[config.mk]
export PLATFORM = sky130hd
export DESIGN_NAME = dbc_top
export DESIGN_NICKNAME = d
export VERILOG_FILES = /design/src/hdl/dbc_pkg.sv /design/src/hdl/dbc_sync.sv /design/src/hdl/dbc_src_route.sv /design/src/hdl/dbc_top.sv
export SDC_FILE = /design/constraint.sdc
export NUM_CORES = 1
export LEC_CHECK = 0
export BUFFER_PORTS_ARGS = -buffer_cell sky130_fd_sc_hd__buf_2
export CORE_UTILIZATION = 40
export CTS_BUF_LIST = sky130_fd_sc_hd__clkbuf_4
export CTS_CLUSTER_SIZE = 10
export DETAILED_ROUTE_END_ITERATION = 8
export REMOVE_ABC_BUFFERS = 1
export SLEW_MARGIN = 40
export SYNTH_ARGS = -nofsm -noshare
export SYNTH_HDL_FRONTEND = slang
export SYNTH_HIERARCHICAL = 1
export SYNTH_SLANG_ARGS = --single-unit
[constraint.sdc]
create_clock -name CLK_IN -period 2.67 [get_ports CLK_IN]
set_clock_uncertainty 0.15 [all_clocks]
set_input_delay 0.4005 -clock CLK_IN [delete_from_list [all_inputs] [get_ports CLK_IN]]
set_output_delay 0.4005 -clock CLK_IN [all_outputs]
set_load 0.02 [all_outputs]
[src/hdl/dbc_pkg.sv]
// Package for the channel band control block of the two-channel DMA engine
// Assumes a single 40 MHz system clock and a plain register port
package dbc_pkg;

  // ==========================================================================
  // Register map (word index on the plain register port)
  localparam logic [3:0] ADDR_BAND_HIGH  = 4'h0;
  localparam logic [3:0] ADDR_BAND_LOW   = 4'h1;
  localparam logic [3:0] ADDR_SEL_CH0A   = 4'h2;
  localparam logic [3:0] ADDR_SEL_CH0B   = 4'h3;
  localparam logic [3:0] ADDR_SEL_CH1A   = 4'h4;
  localparam logic [3:0] ADDR_SEL_CH1B   = 4'h5;
  localparam logic [3:0] ADDR_IRQ_STATUS = 4'h6;
  localparam logic [3:0] ADDR_IRQ_MASK   = 4'h7;

  // ==========================================================================
  // High control byte field positions
  localparam int BIT_CH1_WIDE  = 7;
  localparam int BIT_CH0_WIDE  = 6;
  localparam int BIT_CH1B_ONE  = 5;
  localparam int BIT_CH0B_ONE  = 4;
  localparam int BIT_CLR_LSB   = 0;

  // ==========================================================================
  // Reset values
  localparam logic [7:0] RST_BAND_HIGH = 8'h00;
  localparam logic [7:0] RST_BAND_LOW  = 8'h00;
  localparam logic [3:0] RST_SEL       = 4'h0;
  localparam logic [3:0] RST_IRQ       = 4'h0;

  // Sub-channel order everywhere: [0]=0A [1]=0B [2]=1A [3]=1B
  localparam int NUM_SUB = 4;

  typedef enum logic [1:0] {
    DBC_IDLE,
    DBC_XFER
  } dbc_state_t;

  // Fixed relative priority: lowest index wins
  function automatic logic [1:0] dbc_pick(input logic [3:0] req);
    dbc_pick = 2'h0;
    for (int i = NUM_SUB - 1; i >= 0; i--) begin
      if (req[i]) begin
        dbc_pick = 2'(i);
      end
    end
  endfunction

endpackage

[src/hdl/dbc_sync.sv]
// Two-flop synchroniser for a bus of asynchronous levels
// Assumes inputs may change at any time relative to CLK_IN
`timescale 1ns/10ps
module dbc_sync #(
  parameter int W = 16
) (
  input  wire logic         clk_in,
  input  wire logic         rst_b_in,
  input  wire logic         ce_in,
  input  wire logic [W-1:0] d_in,
  output logic      [W-1:0] q_out
);

  typedef struct packed {
    logic [W-1:0] s1;
    logic [W-1:0] s2;
  } dbc_sync_t;

  dbc_sync_t st_q;
  dbc_sync_t st_d;

  // ==========================================================================
  // First stage feeds only the second stage
  always_comb begin
    st_d = st_q;
    if (ce_in) begin
      st_d.s1 = d_in;
      st_d.s2 = st_q.s1;
    end
  end

  always_ff @(posedge clk_in) begin
    if (!rst_b_in) begin
      st_q <= '0;
    end else begin
      st_q <= st_d;
    end
  end

  assign q_out = st_q.s2;

endmodule

[src/hdl/dbc_src_route.sv]
// Routing of internal interrupt sources for one sub-channel
// Assumes the request level is already in the CLK_IN domain
`timescale 1ns/10ps
module dbc_src_route (
  input  wire logic en_in,
  input  wire logic clr_en_in,
  input  wire logic src_in,
  input  wire logic xfer_done_in,
  output logic      cpu_req_out,
  output logic      src_clr_out
);

  // ==========================================================================
  // Auto clear only when both enable and clear enable are set
  assign src_clr_out = xfer_done_in & en_in & clr_en_in;
  // Disabled channel or clear disabled: source also goes to the CPU
  assign cpu_req_out = src_in & ~(en_in & clr_en_in);

endmodule

[src/hdl/dbc_top.sv]
// Channel band control of a two-channel DMA engine, high control byte
// Assumes one 40 MHz clock, a plain register port and level source lines
//
// Summary of operation
// - Same source on several sub-channels: highest priority one served first.
// - Bit 15 selects short (0) or full (1) address mode for channel 1.
// - Bit 14 selects short (0) or full (1) address mode for channel 0.
// - Bit 13: sub-channel 1B dual (0) or single (1); ignored in full mode.
// - Bit 12: sub-channel 0B dual (0) or single (1); ignored in full mode.
// - Bits 11..8 per sub-channel: DMA transfer clears its interrupt source.
// - Enable and clear enable set: transfer clears source, no CPU request.
// - Enable set, clear enable clear: source kept and may request CPU.
// - Enable clear: source requests CPU whatever the clear enable bit.
// - Enabled sub-channel waits for its selected source, then transfers.
`timescale 1ns/10ps
module dbc_top
  import dbc_pkg::*;
#(
  parameter int NSRC = 16
) (
  input  wire logic            CLK_IN,
  input  wire logic            RST_B_IN,
  input  wire logic            CE_IN,
  input  wire logic [3:0]      ADDR_IN,
  input  wire logic [7:0]      WDATA_IN,
  input  wire logic            WR_IN,
  input  wire logic            RD_IN,
  output logic      [7:0]      RDATA_OUT,
  input  wire logic [NSRC-1:0] SRC_REQ_IN,
  input  wire logic            XFER_DONE_IN,
  output logic      [3:0]      XFER_REQ_OUT,
  output logic      [3:0]      SRC_CLR_OUT,
  output logic      [3:0]      CPU_REQ_OUT,
  output logic                 CH0_WIDE_OUT,
  output logic                 CH1_WIDE_OUT,
  output logic                 CH0B_ONE_OUT,
  output logic                 CH1B_ONE_OUT,
  output logic                 IRQ_OUT
);

  typedef struct packed {
    logic [7:0]             band_high;
    logic [7:0]             band_low;
    logic [NUM_SUB-1:0][3:0] sel;
    logic [3:0]             irq_status;
    logic [3:0]             irq_mask;
    dbc_state_t             state;
    logic [1:0]             active;
    logic [3:0]             xfer_req;
    logic [7:0]             rdata;
  } dbc_top_t;

  dbc_top_t st_q;
  dbc_top_t st_d;

  logic [NSRC-1:0] src_sync;
  logic [3:0]      pend;
  logic [3:0]      enabled;
  logic [3:0]      clr_en;
  logic [3:0]      src_lvl;
  logic [3:0]      done_vec;
  logic [3:0]      cpu_req;
  logic [3:0]      src_clr;

  // ==========================================================================
  // Source lines come from other logic blocks; synchronise them
  dbc_sync #(
    .W (NSRC)
  ) u_sync (
    .clk_in   (CLK_IN),
    .rst_b_in (RST_B_IN),
    .ce_in    (CE_IN),
    .d_in     (SRC_REQ_IN),
    .q_out    (src_sync)
  );

  // ==========================================================================
  // Per sub-channel source selection and routing
  assign enabled = st_q.band_low[7:4] & {4{1'b1}};
  assign clr_en  = st_q.band_high[3:0];

  for (genvar g = 0; g < NUM_SUB; g++) begin : g_sub
    assign src_lvl[g]  = src_sync[st_q.sel[g]];
    assign pend[g]     = enabled[g] & src_lvl[g];
    assign done_vec[g] = XFER_DONE_IN & (st_q.state == DBC_XFER)
                         & (st_q.active == 2'(g));
    dbc_src_route u_route (
      .en_in        (enabled[g]),
      .clr_en_in    (clr_en[g]),
      .src_in       (src_lvl[g]),
      .xfer_done_in (done_vec[g]),
      .cpu_req_out  (cpu_req[g]),
      .src_clr_out  (src_clr[g])
    );
  end

  // ==========================================================================
  // Register port, arbitration and interrupt status
  always_comb begin
    st_d = st_q;
    if (CE_IN) begin
      st_d.rdata = 8'h00;
      // Status set wins over write-one-to-clear in the same cycle
      if (WR_IN) begin
        unique case (ADDR_IN)
          ADDR_BAND_HIGH:  st_d.band_high = WDATA_IN;
          ADDR_BAND_LOW:   st_d.band_low  = WDATA_IN;
          ADDR_SEL_CH0A:   st_d.sel[0]    = WDATA_IN[3:0];
          ADDR_SEL_CH0B:   st_d.sel[1]    = WDATA_IN[3:0];
          ADDR_SEL_CH1A:   st_d.sel[2]    = WDATA_IN[3:0];
          ADDR_SEL_CH1B:   st_d.sel[3]    = WDATA_IN[3:0];
          ADDR_IRQ_STATUS: st_d.irq_status = st_q.irq_status
                                             & ~WDATA_IN[3:0];
          ADDR_IRQ_MASK:   st_d.irq_mask  = WDATA_IN[3:0];
          default: ;
        endcase
      end
      if (RD_IN) begin
        unique case (ADDR_IN)
          ADDR_BAND_HIGH:  st_d.rdata = st_q.band_high;
          ADDR_BAND_LOW:   st_d.rdata = st_q.band_low;
          ADDR_SEL_CH0A:   st_d.rdata = {4'h0, st_q.sel[0]};
          ADDR_SEL_CH0B:   st_d.rdata = {4'h0, st_q.sel[1]};
          ADDR_SEL_CH1A:   st_d.rdata = {4'h0, st_q.sel[2]};
          ADDR_SEL_CH1B:   st_d.rdata = {4'h0, st_q.sel[3]};
          ADDR_IRQ_STATUS: st_d.rdata = {4'h0, st_q.irq_status};
          ADDR_IRQ_MASK:   st_d.rdata = {4'h0, st_q.irq_mask};
          default:         st_d.rdata = 8'h00;
        endcase
      end
      st_d.irq_status = st_d.irq_status | done_vec;
      unique case (st_q.state)
        DBC_IDLE: begin
          st_d.xfer_req = 4'h0;
          if (|pend) begin
            // Lowest index has highest relative priority
            st_d.active   = dbc_pick(pend);
            st_d.xfer_req = 4'h1 << dbc_pick(pend);
            st_d.state    = DBC_XFER;
          end
        end
        DBC_XFER: begin
          if (XFER_DONE_IN) begin
            st_d.xfer_req = 4'h0;
            st_d.state    = DBC_IDLE;
          end
        end
        default: st_d.state = DBC_IDLE;
      endcase
    end
  end

  always_ff @(posedge CLK_IN) begin
    if (!RST_B_IN) begin
      st_q.band_high  <= RST_BAND_HIGH;
      st_q.band_low   <= RST_BAND_LOW;
      st_q.sel        <= {NUM_SUB{RST_SEL}};
      st_q.irq_status <= RST_IRQ;
      st_q.irq_mask   <= RST_IRQ;
      st_q.state      <= DBC_IDLE;
      st_q.active     <= 2'h0;
      st_q.xfer_req   <= 4'h0;
      st_q.rdata      <= 8'h00;
    end else begin
      st_q <= st_d;
    end
  end

  // ==========================================================================
  // Outputs
  assign RDATA_OUT    = st_q.rdata;
  assign XFER_REQ_OUT = st_q.xfer_req;
  assign SRC_CLR_OUT  = src_clr;
  // Source clearing by CPU or companion controller is their duty here
  assign CPU_REQ_OUT  = cpu_req;
  assign CH1_WIDE_OUT = st_q.band_high[BIT_CH1_WIDE];
  assign CH0_WIDE_OUT = st_q.band_high[BIT_CH0_WIDE];
  // Single address flag is meaningless once the channel is merged
  assign CH1B_ONE_OUT = st_q.band_high[BIT_CH1B_ONE]
                        & ~st_q.band_high[BIT_CH1_WIDE];
  assign CH0B_ONE_OUT = st_q.band_high[BIT_CH0B_ONE]
                        & ~st_q.band_high[BIT_CH0_WIDE];
  assign IRQ_OUT      = |(st_q.irq_status & st_q.irq_mask);

  // ==========================================================================
  // Checks
  property p_auto_clear;
    @(posedge CLK_IN) disable iff (!RST_B_IN)
      (CE_IN && st_q.state == DBC_XFER && XFER_DONE_IN
       && enabled[st_q.active] && clr_en[st_q.active])
      |-> SRC_CLR_OUT[st_q.active];
  endproperty
  a_auto_clear: assert property (p_auto_clear)
    else $error("auto clear missing");

  property p_no_cpu;
    @(posedge CLK_IN) disable iff (!RST_B_IN)
      (enabled[0] && clr_en[0]) |-> !CPU_REQ_OUT[0];
  endproperty
  a_no_cpu: assert property (p_no_cpu)
    else $error("cpu request while auto clear");

  property p_keep_src;
    @(posedge CLK_IN) disable iff (!RST_B_IN)
      (enabled[1] && !clr_en[1]) |-> !SRC_CLR_OUT[1]
                                     && CPU_REQ_OUT[1] == src_lvl[1];
  endproperty
  a_keep_src: assert property (p_keep_src)
    else $error("source cleared without clear enable");

  property p_disabled;
    @(posedge CLK_IN) disable iff (!RST_B_IN)
      !enabled[2] |-> CPU_REQ_OUT[2] == src_lvl[2] && !SRC_CLR_OUT[2];
  endproperty
  a_disabled: assert property (p_disabled)
    else $error("disabled channel lost request");

  property p_prio;
    @(posedge CLK_IN) disable iff (!RST_B_IN)
      (CE_IN && st_q.state == DBC_IDLE && pend[0] && pend[3])
      |=> XFER_REQ_OUT == 4'h1;
  endproperty
  a_prio: assert property (p_prio)
    else $error("priority order broken");

  property p_start;
    @(posedge CLK_IN) disable iff (!RST_B_IN)
      (CE_IN && st_q.state == DBC_IDLE && |pend) |=> $onehot(XFER_REQ_OUT);
  endproperty
  a_start: assert property (p_start)
    else $error("pending request not started");

  property p_one_b1;
    @(posedge CLK_IN) disable iff (!RST_B_IN)
      CH1_WIDE_OUT |-> !CH1B_ONE_OUT;
  endproperty
  a_one_b1: assert property (p_one_b1)
    else $error("single address set in full mode on channel 1");

  property p_one_b0;
    @(posedge CLK_IN) disable iff (!RST_B_IN)
      CH0_WIDE_OUT |-> !CH0B_ONE_OUT;
  endproperty
  a_one_b0: assert property (p_one_b0)
    else $error("single address set in full mode on channel 0");

  property p_readback;
    @(posedge CLK_IN) disable iff (!RST_B_IN)
      (CE_IN && WR_IN && ADDR_IN == ADDR_BAND_HIGH) ##1
      (CE_IN && RD_IN && !WR_IN && ADDR_IN == ADDR_BAND_HIGH)
      |=> RDATA_OUT == $past(WDATA_IN, 2);
  endproperty
  a_readback: assert property (p_readback)
    else $error("high byte readback wrong");

  property p_wide1;
    @(posedge CLK_IN) disable iff (!RST_B_IN)
      (CE_IN && WR_IN && ADDR_IN == ADDR_BAND_HIGH
       && WDATA_IN[BIT_CH1_WIDE]) |=> CH1_WIDE_OUT;
  endproperty
  a_wide1: assert property (p_wide1)
    else $error("channel 1 full address mode not taken");

  property p_wide0;
    @(posedge CLK_IN) disable iff (!RST_B_IN)
      (CE_IN && WR_IN && ADDR_IN == ADDR_BAND_HIGH
       && !WDATA_IN[BIT_CH0_WIDE]) |=> !CH0_WIDE_OUT;
  endproperty
  a_wide0: assert property (p_wide0)
    else $error("channel 0 short address mode not taken");

  property p_clr_gate;
    @(posedge CLK_IN) disable iff (!RST_B_IN)
      (SRC_CLR_OUT & ~clr_en) == 4'h0
      && (SRC_CLR_OUT == 4'h0 || XFER_DONE_IN);
  endproperty
  a_clr_gate: assert property (p_clr_gate)
    else $error("source cleared without its clear enable");

  property p_hold;
    @(posedge CLK_IN) disable iff (!RST_B_IN)
      (CE_IN && st_q.state == DBC_XFER && !XFER_DONE_IN)
      |=> $stable(XFER_REQ_OUT);
  endproperty
  a_hold: assert property (p_hold)
    else $error("transfer request dropped before done");

  property p_onehot;
    @(posedge CLK_IN) disable iff (!RST_B_IN)
      $onehot0(XFER_REQ_OUT);
  endproperty
  a_onehot: assert property (p_onehot)
    else $error("more than one sub-channel served");

  property p_dis_all;
    @(posedge CLK_IN) disable iff (!RST_B_IN)
      (~enabled & (CPU_REQ_OUT ^ src_lvl)) == 4'h0;
  endproperty
  a_dis_all: assert property (p_dis_all)
    else $error("disabled sub-channel lost its request");

  property p_reset;
    @(posedge CLK_IN)
      !RST_B_IN |=> RDATA_OUT == 8'h00 && XFER_REQ_OUT == 4'h0
                    && !IRQ_OUT && !CH1_WIDE_OUT && !CH0_WIDE_OUT;
  endproperty
  a_reset: assert property (p_reset)
    else $error("state not cleared by reset");

endmodule

# == Yosys cells after proc, flatten, opt, wreduce, memory -nomap -nowiden ==
# Index checks and enable logic that the tools add are counted.
# Widths: inputs -> output; s select.
# op_classes
n_lt_le_gt_ge,4
n_bitwise,37
n_shift,1
n_mux,32
reduce_logical,16
n_eq_ne,21
# ops
op,n
$mux 40,2
$pmux 8 s8,1
$mux 8,4
$reduce_and 3->1,10
$mux 4,7
$and 1x1->1,27
$lt 4x5->1 const B,4
$bmux 1 s4,4
$eq 4x3->1 const B,4
$mux 2,8
$ne 2x1->1 const B,8
$and 4x4->4,2
$eq 4x2->1 const B,2
$pmux 4 s2,1
$reduce_or 4->1,2
$not 1->1,6
$eq 2x1->1 const B,2
$eq 2x2->1 const B,2
$eq 4x1->1 const B,1
$logic_not 2->1,2
$logic_not 4->1,1
$mux 1,4
$ne 2x2->1 const B,2
$not 4->4,1
4 further kinds,4
# totals
regBits,88
elab_cells,125
out_inout_bits,25
inputBits,34

# == Longest topological paths before layout ==
# Gate-level depths: netlist of run 1.
# depth
word_depth,13
mapped_depth,7
mapped_depth_nobuf,6

# == Hierarchy ==
# The synthesis of run 1 kept the hierarchy.
# by_module_without_submodules
mod,area_per_inst_um2,cells_each,seq_area_each_um2,instances
dbc_top,3290.7,324,1101.1,1
dbc_sync,1363.8,119,640.6,1
dbc_src_route,13.8,2,0.0,4

# == Worst setup path before layout of run 1 ==
# Ideal clock, no wire load.
# synth_timing
path_kind,register to output
from,reg st_q[29] (netlist name)
to,out CPU_REQ_OUT[1]
slack_ps,578
n_path_buf,1
path_stages_with_launch,6
arrival_ps,1541
required_ps,2119
cell_sequence,dfxtp_1 -> buf_2 -> mux2_2 -> o311ai_0 -> mux2i_1 -> a21boi_1
# synth_between
elab_chain_cells,3
# synth_rtl
item,line,source
from (decl),dbc_top.sv:53,dbc_top_t st_q;
from (signal assigned),dbc_top.sv:165,st_q <= st_d;
$bmux 1 s4,dbc_top.sv:83,assign src_lvl[g] = src_sync[st_q.sel[g]];
$mux 1 (implied by the code),dbc_top.sv:83,
named net src_lvl[1],dbc_top.sv:60,logic [3:0] src_lvl;
$and 1x1->1,dbc_src_route.sv:17,assign cpu_req_out = src_in & ~(en_in & clr_en_in);
to (decl),dbc_top.sv:33,"output logic [3:0] CPU_REQ_OUT,"
# The timed path passes the listed nets, and every way through them passes these cells. The select of a mux whose other input is x is not followed.

# == Final worst setup path of run 1 ==
# layout_timing
from,reg st_q[28] (netlist name)
to,out CPU_REQ_OUT[1]
# The elaborated chain is that of the path after synthesis.

==> impl_summary.log, run 1 <==
INFO  metric result_of_the_run = finished, final reports clean
INFO  metric finalHoldViolations = 0
INFO  metric dieArea = 0.0122 sq mm
INFO  metric cts.root.buffer_cell = clkbuf_4
INFO  metric postSynthCellCount = 451
INFO  metric slew_headroom = 0.553
INFO  metric share_of_flip_flops_with_an_asynchronous_set_or_reset = 0
INFO  metric starting_density_of_the_core = 0.411
INFO  metric timing_max_transition_violations_final = 0
INFO  metric mappedNetlistArea = 0.00471 sq mm
INFO  metric grt_first_pass_wirelength = 17100 microns
INFO  metric fin_hold_ws = 0.0713 ns
INFO  metric floorplan.io_pins = 59
INFO  metric launch_instance_of_the_worst_register_to_register_path = st_q[28]
INFO  metric worst-endpoint-required = 2.12 ns
INFO  metric grt_use_total = 0.179
INFO  metric rr_worst_depth = 9
INFO  metric number_of_buffers_inserted_by_hold_repair_at_cts = 0
INFO  metric cts_tree = built
INFO  metric synth_cell_types = 42
INFO  metric clock_tree_buffer_depth = 2
INFO  metric hold_path.startpoint = SRC_REQ_IN[8]
INFO  metric dominantRegCellSynth = dfxtp_1
INFO  metric placement.io_buffers = 58
INFO  metric crit_path_start_kind = flip-flop
INFO  metric row_count = 39
INFO  metric ys_ff_latch = 87
INFO  metric r2r-end = st_q[14]
INFO  metric timing.hold.worst_path_depth = 3
INFO  metric wl_per_cell = 17.0 microns
INFO  metric mostFrequentLayoutCells = mux2i_1, nor2b_1, dfxtp_1
INFO  metric route.vias.total = 3249
INFO  metric drt-initial-drc-count = 278
INFO  metric initial_antenna_violation_count = 0
INFO  metric worstHoldEndpoint = u_sync/st_q[24]
INFO  metric ctsHtreeMaxLevel = 3
INFO  metric die_y = 111 microns
INFO  metric period_share = 0.972
INFO  metric global_route.overflow_total = 0
INFO  metric placed_cell_area = 0.00483 sq mm
INFO  metric most_common_cell_after_layout_fill_and_taps_aside = mux2i_1
INFO  metric max_freq = 385 MHz
INFO  metric grt_max_degree = 42
INFO  metric powerDensity = 433 mW/mm^2
INFO  metric signal_arrival_time_at_the_worst_endpoint = 2.05 ns
INFO  metric synth_edf_count = 0
INFO  metric post-route-drc-count = 0
INFO  metric vias_per_cell = 5.23
INFO  metric layout-area-overhead-vs-synth = 7.23%
INFO  metric first_pass_iters = 4
INFO  metric vdd_drop_max = 0.281 mV
INFO  metric yosysWarningCount = 6
INFO  metric grt_setup_unrepaired = yes
INFO  metric part_of_the_yosys_area_used_for_sequential_elements = 0.370
INFO  metric cellLeakagePower = 2.06 nW
INFO  metric fin_nets = 509
INFO  metric antenna_cells = 0
INFO  metric ff2ff_setup_slack = 0.50 ns
INFO  metric floorplan.die.width = 111 microns
INFO  metric cts_inserted_buffers = 9
INFO  metric detail_route.wirelength = 10600 microns
INFO  metric tightestPinTransition = 0.670 ns
INFO  metric min_period = 2.60 ns
INFO  metric cts_num_sinks = 87
INFO  metric clk_pin_slew_worst_paths = 0.13 ns
INFO  metric antenna_violating_nets_post_route = 0
INFO  metric gp_congestion = 0.878
INFO  metric critical_path_class = flip-flop to output pin
INFO  metric detailed_place_hpwl = 7570 microns
INFO  metric synth.avg_cell_area = 10.4 sq um
INFO  metric grt_pass1_vias = 3126
INFO  metric final_util = 0.440
INFO  metric clk-insertion-delay-late = 0.43 ns
INFO  metric crit_fanout = 2
INFO  metric layout-drive-gt1-share = 0.266
INFO  metric endpoint_kind = output pin
INFO  metric report.final.setup_viol = 0
INFO  metric layout.cell_area.non_filler = 0.00505 sq mm
INFO  metric fp.coreArea = 0.0115 sq mm
INFO  metric min_path_type = input port to flip-flop
INFO  metric cap_viol_max_count = 0
INFO  metric final.setup.tns = 0 ns
critical path, cell delays in order, from the launching register on:
cell      delay [ns]
dfxtp_4         0.37
mux4_2          0.48
nand2b_4        0.15
o311ai_2        0.07
buf_4           0.16
mux2i_1         0.06
a21boi_1        0.14
buf_4           0.17
metrics by stage:
stage	setup slack, ns	std cells	power, mW
floorplan	0.562	393	1.47
finish	0.0739	621	2.19
CTS	0.0105	616	2.21
global route	-0.0345	621	2.29
detailed placement	0.319	598	1.58
global placement	0.309	598	1.58
what timing repair did:
| item | in CTS | in global routing |
|---|---|---|
| endpoints found under the setup margin | 4 | 4 |
| resized for setup | 13 | 20 |
| setup buffers | 4 | 5 |
where the power goes:
| group | leakage (nW) | total [mW] | switching, mW | internal, mW |
|---|---|---|---|---|
| clock | 0.0630 | 0.628 | 0.416 | 0.211 |
| combinational | 1.29 | 0.213 | 0.105 | 0.107 |
| sequential | 0.712 | 1.35 | 0.0277 | 1.32 |
per-layer routing:
layer	share of wire	wire (microns)	up-vias	global-route usage
met2	0.46	4840	122	0.277
li1	-	-	1591	-
met3	0.060	635	10	0.0439
met1	0.47	4980	1526	0.245
met5	0	0	-	0
met4	0.012	128	0	0.0551
registers in the layout, summed over array words and instances (netlist names):
name and flops:
clr_en 4, RDATA_OUT 8, u_sync/st_q 16, CH1_WIDE_OUT 1, XFER_REQ_OUT 4, enabled 4
st_q 33, u_sync/q_out 16, CH0_WIDE_OUT 1
synthesized netlist by cell type (4+ instances only):
cell / number / area, sq um
mux4_2: 15 / 338
a21boi_1: 5 / 37.5
clkbuf_1: 18 / 67.6
buf_4: 28 / 210
nor2b_1: 80 / 500
nand3b_1: 6 / 45.0
buf_2: 5 / 25.0
o21ai_0: 5 / 25.0
and2_1: 10 / 62.6
nand2_1: 19 / 71.3
a21oi_1: 7 / 35.0
and3_1: 4 / 25.0
dfxtp_1: 87 / 1740
mux4_1: 6 / 158
nor2_1: 11 / 41.3
o22ai_1: 9 / 56.3
mux2i_1: 88 / 881
inv_1: 10 / 37.5
cell type report:
type / count / area (sq um)
fill: 1106 / 6420
clock buffer: 12 / 90.1
sequential: 87 / 1770
inverter: 10 / 37.5
tap: 143 / 179
timing repair buffer: 71 / 409
clock inverter: 2 / 10.0
multi-input combinational: 296 / 2560
cells by family (layout without fill, tap and decap cells):
| kind of cell | Yosys count | count (layout) | share of synthesized area |
|---|---|---|---|
| and+or+nand+nor | 146 | 146 | 0.184 |
| muxes | 111 | 111 | 0.297 |
| DFF | 87 | 87 | 0.370 |
| buffers and inverters | 68 | 95 | 0.0914 |
| AOI/OAI and AO/OA | 39 | 39 | 0.0579 |
worst max path at each step:
stage / cells past startpoint / start / endpoint / slack (ns)
floorplan: 4 / st_q[29] / CPU_REQ_OUT[1] / 0.56
global placement: 5 / st_q[25] / CPU_REQ_OUT[0] / 0.31
detailed placement: 5 / st_q[25] / CPU_REQ_OUT[0] / 0.32
CTS: 5 / st_q[25] / CPU_REQ_OUT[0] / 0.01
global route: 7 / st_q[28] / CPU_REQ_OUT[1] / -0.03
finish: 7 / st_q[28] / CPU_REQ_OUT[1] / 0.07
No activity file was read; power rests on OpenSTA's default activity.
==> run 2: changes to the inputs <==
Clock period 2.67 ns to 2.7 ns, I/O delays scaled along.
==> impl_summary.log, run 2 (synthesis results as in run 1) <==
INFO  metric grt_first_pass_wirelength = 16900 microns (-1.1%)
INFO  metric result_of_the_run = finished, final reports clean
INFO  metric grt_use_total = 0.176 (-0.00314)
INFO  metric fp.coreArea = 0.0115 sq mm (unchanged)
INFO  metric wl_per_cell = 16.9 microns (-1.0%)
INFO  metric max_freq = 381 MHz
INFO  metric post-route-drc-count = 0 (unchanged)
INFO  metric most_common_cell_after_layout_fill_and_taps_aside = mux2i_1
INFO  metric signal_arrival_time_at_the_worst_endpoint = 2.07 ns (+0.02 ns)
INFO  metric min_period = 2.62 ns
INFO  metric cts_inserted_buffers = 9 (unchanged)
INFO  metric cellLeakagePower = 2.06 nW (+0.12%)
INFO  metric clock_tree_buffer_depth = 2 (unchanged)
INFO  metric multi_input_comb_area = 0.00256 sq mm (+0.24%)
INFO  metric timing_max_transition_violations_final = 0 (unchanged)
INFO  metric critical_path.cell_chain = mux4_2 > nand2b_4 > o311ai_2 > buf_4 > mux2i_1 > a21boi_1 > buf_4
INFO  metric fillCellCount = 1144 (+3.4%)
INFO  metric worst-endpoint-required = 2.14 ns (+0.02 ns)
INFO  metric period_share = 0.972
INFO  metric initial_antenna_violation_count = 0 (unchanged)
INFO  metric fin_nets = 502 (-1.4%)
INFO  metric largest_reg_flops = 33 (unchanged)
INFO  metric die_y = 111 microns (unchanged)
INFO  metric row_count = 39 (unchanged)
INFO  metric clk-insertion-delay-late = 0.44 ns (about the same)
INFO  metric cts_tree = built
INFO  metric placement.io_buffers = 58 (unchanged)
INFO  metric place_worst_setup_slack = 0.323 ns (+0.00337 ns)
INFO  metric gp_congestion = 0.872 (-0.67%)
INFO  metric starting_density_of_the_core = 0.411 (unchanged)
INFO  metric timing.critical_path.slowest_stage_cell = mux4_2
INFO  metric timing.critical_path.slowest_cell_delay = 0.48 ns (about the same)
INFO  metric min_path_type = input port to flip-flop
INFO  metric crit_fanout = 3 (+1)
INFO  metric vias_per_cell = 5.29 (+1.1%)
INFO  metric route.vias.total = 3257 (+0.25%)
INFO  metric finalHoldViolations = 0 (unchanged)
INFO  metric cts_num_sinks = 87 (unchanged)
INFO  metric powerDensity = 480 mW/mm^2 (+11%)
INFO  metric global_route.overflow_total = 0 (unchanged)
INFO  metric drt-initial-drc-count = 161 (-42%)
INFO  metric mostFrequentLayoutCells = mux2i_1, nor2b_1, dfxtp_1
INFO  metric number_of_buffers_inserted_by_hold_repair_at_cts = 0 (unchanged)
INFO  metric floorplan.io_pins = 59 (unchanged)
INFO  metric tightestPinTransition = 0.628 ns (-0.0428 ns)
INFO  metric critical-path-top-delay-family = multiplexers
INFO  metric floorplan.die.width = 111 microns (unchanged)
INFO  metric slew_headroom = 0.582 (+0.0285)
INFO  metric grt_pass1_vias = 3133 (+0.22%)
INFO  metric critical_path_class = flip-flop to output pin
INFO  metric first_pass_iters = 4 (unchanged)
INFO  metric combined_flip_flop_and_latch_cell_area = 0.00176 sq mm (-0.21%)
INFO  metric grt_max_degree = 42 (unchanged)
INFO  metric final.setup.tns = 0 ns (unchanged)
INFO  metric ctsHtreeMaxLevel = 3 (unchanged)
INFO  metric cap_viol_max_count = 0 (unchanged)
INFO  metric worst_path_most_repeated_cell = buf_4
INFO  metric antenna_violating_nets_post_route = 0 (unchanged)
INFO  metric endpoint_kind = output pin
INFO  metric vdd_drop_max = 0.246 mV (-12%)
INFO  metric crit_path_start_kind = flip-flop
INFO  metric detailed_place_hpwl = 7660 microns (+1.2%)
INFO  metric layout-area-overhead-vs-synth = 7.89%
INFO  metric cts.root.buffer_cell = clkbuf_4
INFO  metric grt_setup_unrepaired = yes
INFO  metric setup_ws = 0.0759 ns (+0.00195 ns)
INFO  metric clk_pin_slew_worst_paths = 0.13 ns (about the same)
INFO  metric antenna_cells = 0 (unchanged)
INFO  metric layout-drive-gt1-share = 0.252 (-0.0141)
INFO  metric path_buf_inv = 2 (unchanged)
INFO  metric dieArea = 0.0122 sq mm (unchanged)
INFO  metric report.final.setup_viol = 0 (unchanged)
INFO  metric detail_route.wirelength = 10400 microns (-1.8%)
INFO  metric max_flop_register = st_q
[run 2: power breakdown]
group | leakage (nW) | internal [mW] | switching (mW)
clock | 0.0950 | 0.463 | 0.435
combinational | 1.26 | 0.104 | 0.103
sequential | 0.711 | 1.31 | 0.0272
[run 2: path summary, 6_finish.rpt]
check / cells past startpoint / slack (ns) / to / start
worst max-delay path: 7 / 0.08 / CPU_REQ_OUT[1] / st_q[28]
worst min register to register: 2 / 0.31 / XFER_REQ_OUT[2] / XFER_REQ_OUT[2]
worst min-delay path: 3 / 0.08 / u_sync/st_q[28] / SRC_REQ_IN[12]
worst max register to register: 6 / 0.54 / st_q[14] / st_q[36]
[run 2: routing by layer]
metal	vias up	GRT usage	share of wire
li1	1592	-	-
met1	1554	0.231	0.46
met2	93	0.279	0.47
met3	18	0.0467	0.049
met4	0	0.0587	0.019
met5	-	0	0
[run 2: tightest hold or removal path: stages]
cell and delay (ns):
buf_2 0.07, mux2i_1 0.05, nor2b_1 0.09
[run 2: final cells by class]
type / count / share of cell area
Timing Repair Buffer: 64 / 0.0707
Tap cell: 143 / 0.0352
Clock inverter: 7 / 0.0219
Multi-Input combinational cell: 296 / 0.504
Clock buffer: 9 / 0.0133
Inverter: 10 / 0.00739
Sequential cell: 87 / 0.347
[run 2: metrics by stage]
| step | hold WS, ns | cell area, sq um | utilization | power [mW] | std cells |
|---|---|---|---|---|---|
| floorplan | 0.324 | 4320 | - | 1.46 | 393 |
| global placement | 0.290 | 4830 | 0.421 | 1.56 | 598 |
| detailed placement | 0.299 | 4830 | 0.421 | 1.57 | 598 |
| CTS | 0.0524 | 5020 | 0.438 | 2.46 | 614 |
| global route | 0.0498 | 5080 | 0.443 | 2.54 | 616 |
| finish | 0.0750 | 5080 | 0.443 | 2.44 | 616 |
[run 2: timing repair]
action                                  CTS  global route
endpoints found under the setup margin    4             4
resized for setup                         8            24
pin swaps                                 0             1
buffers inserted                          0             2
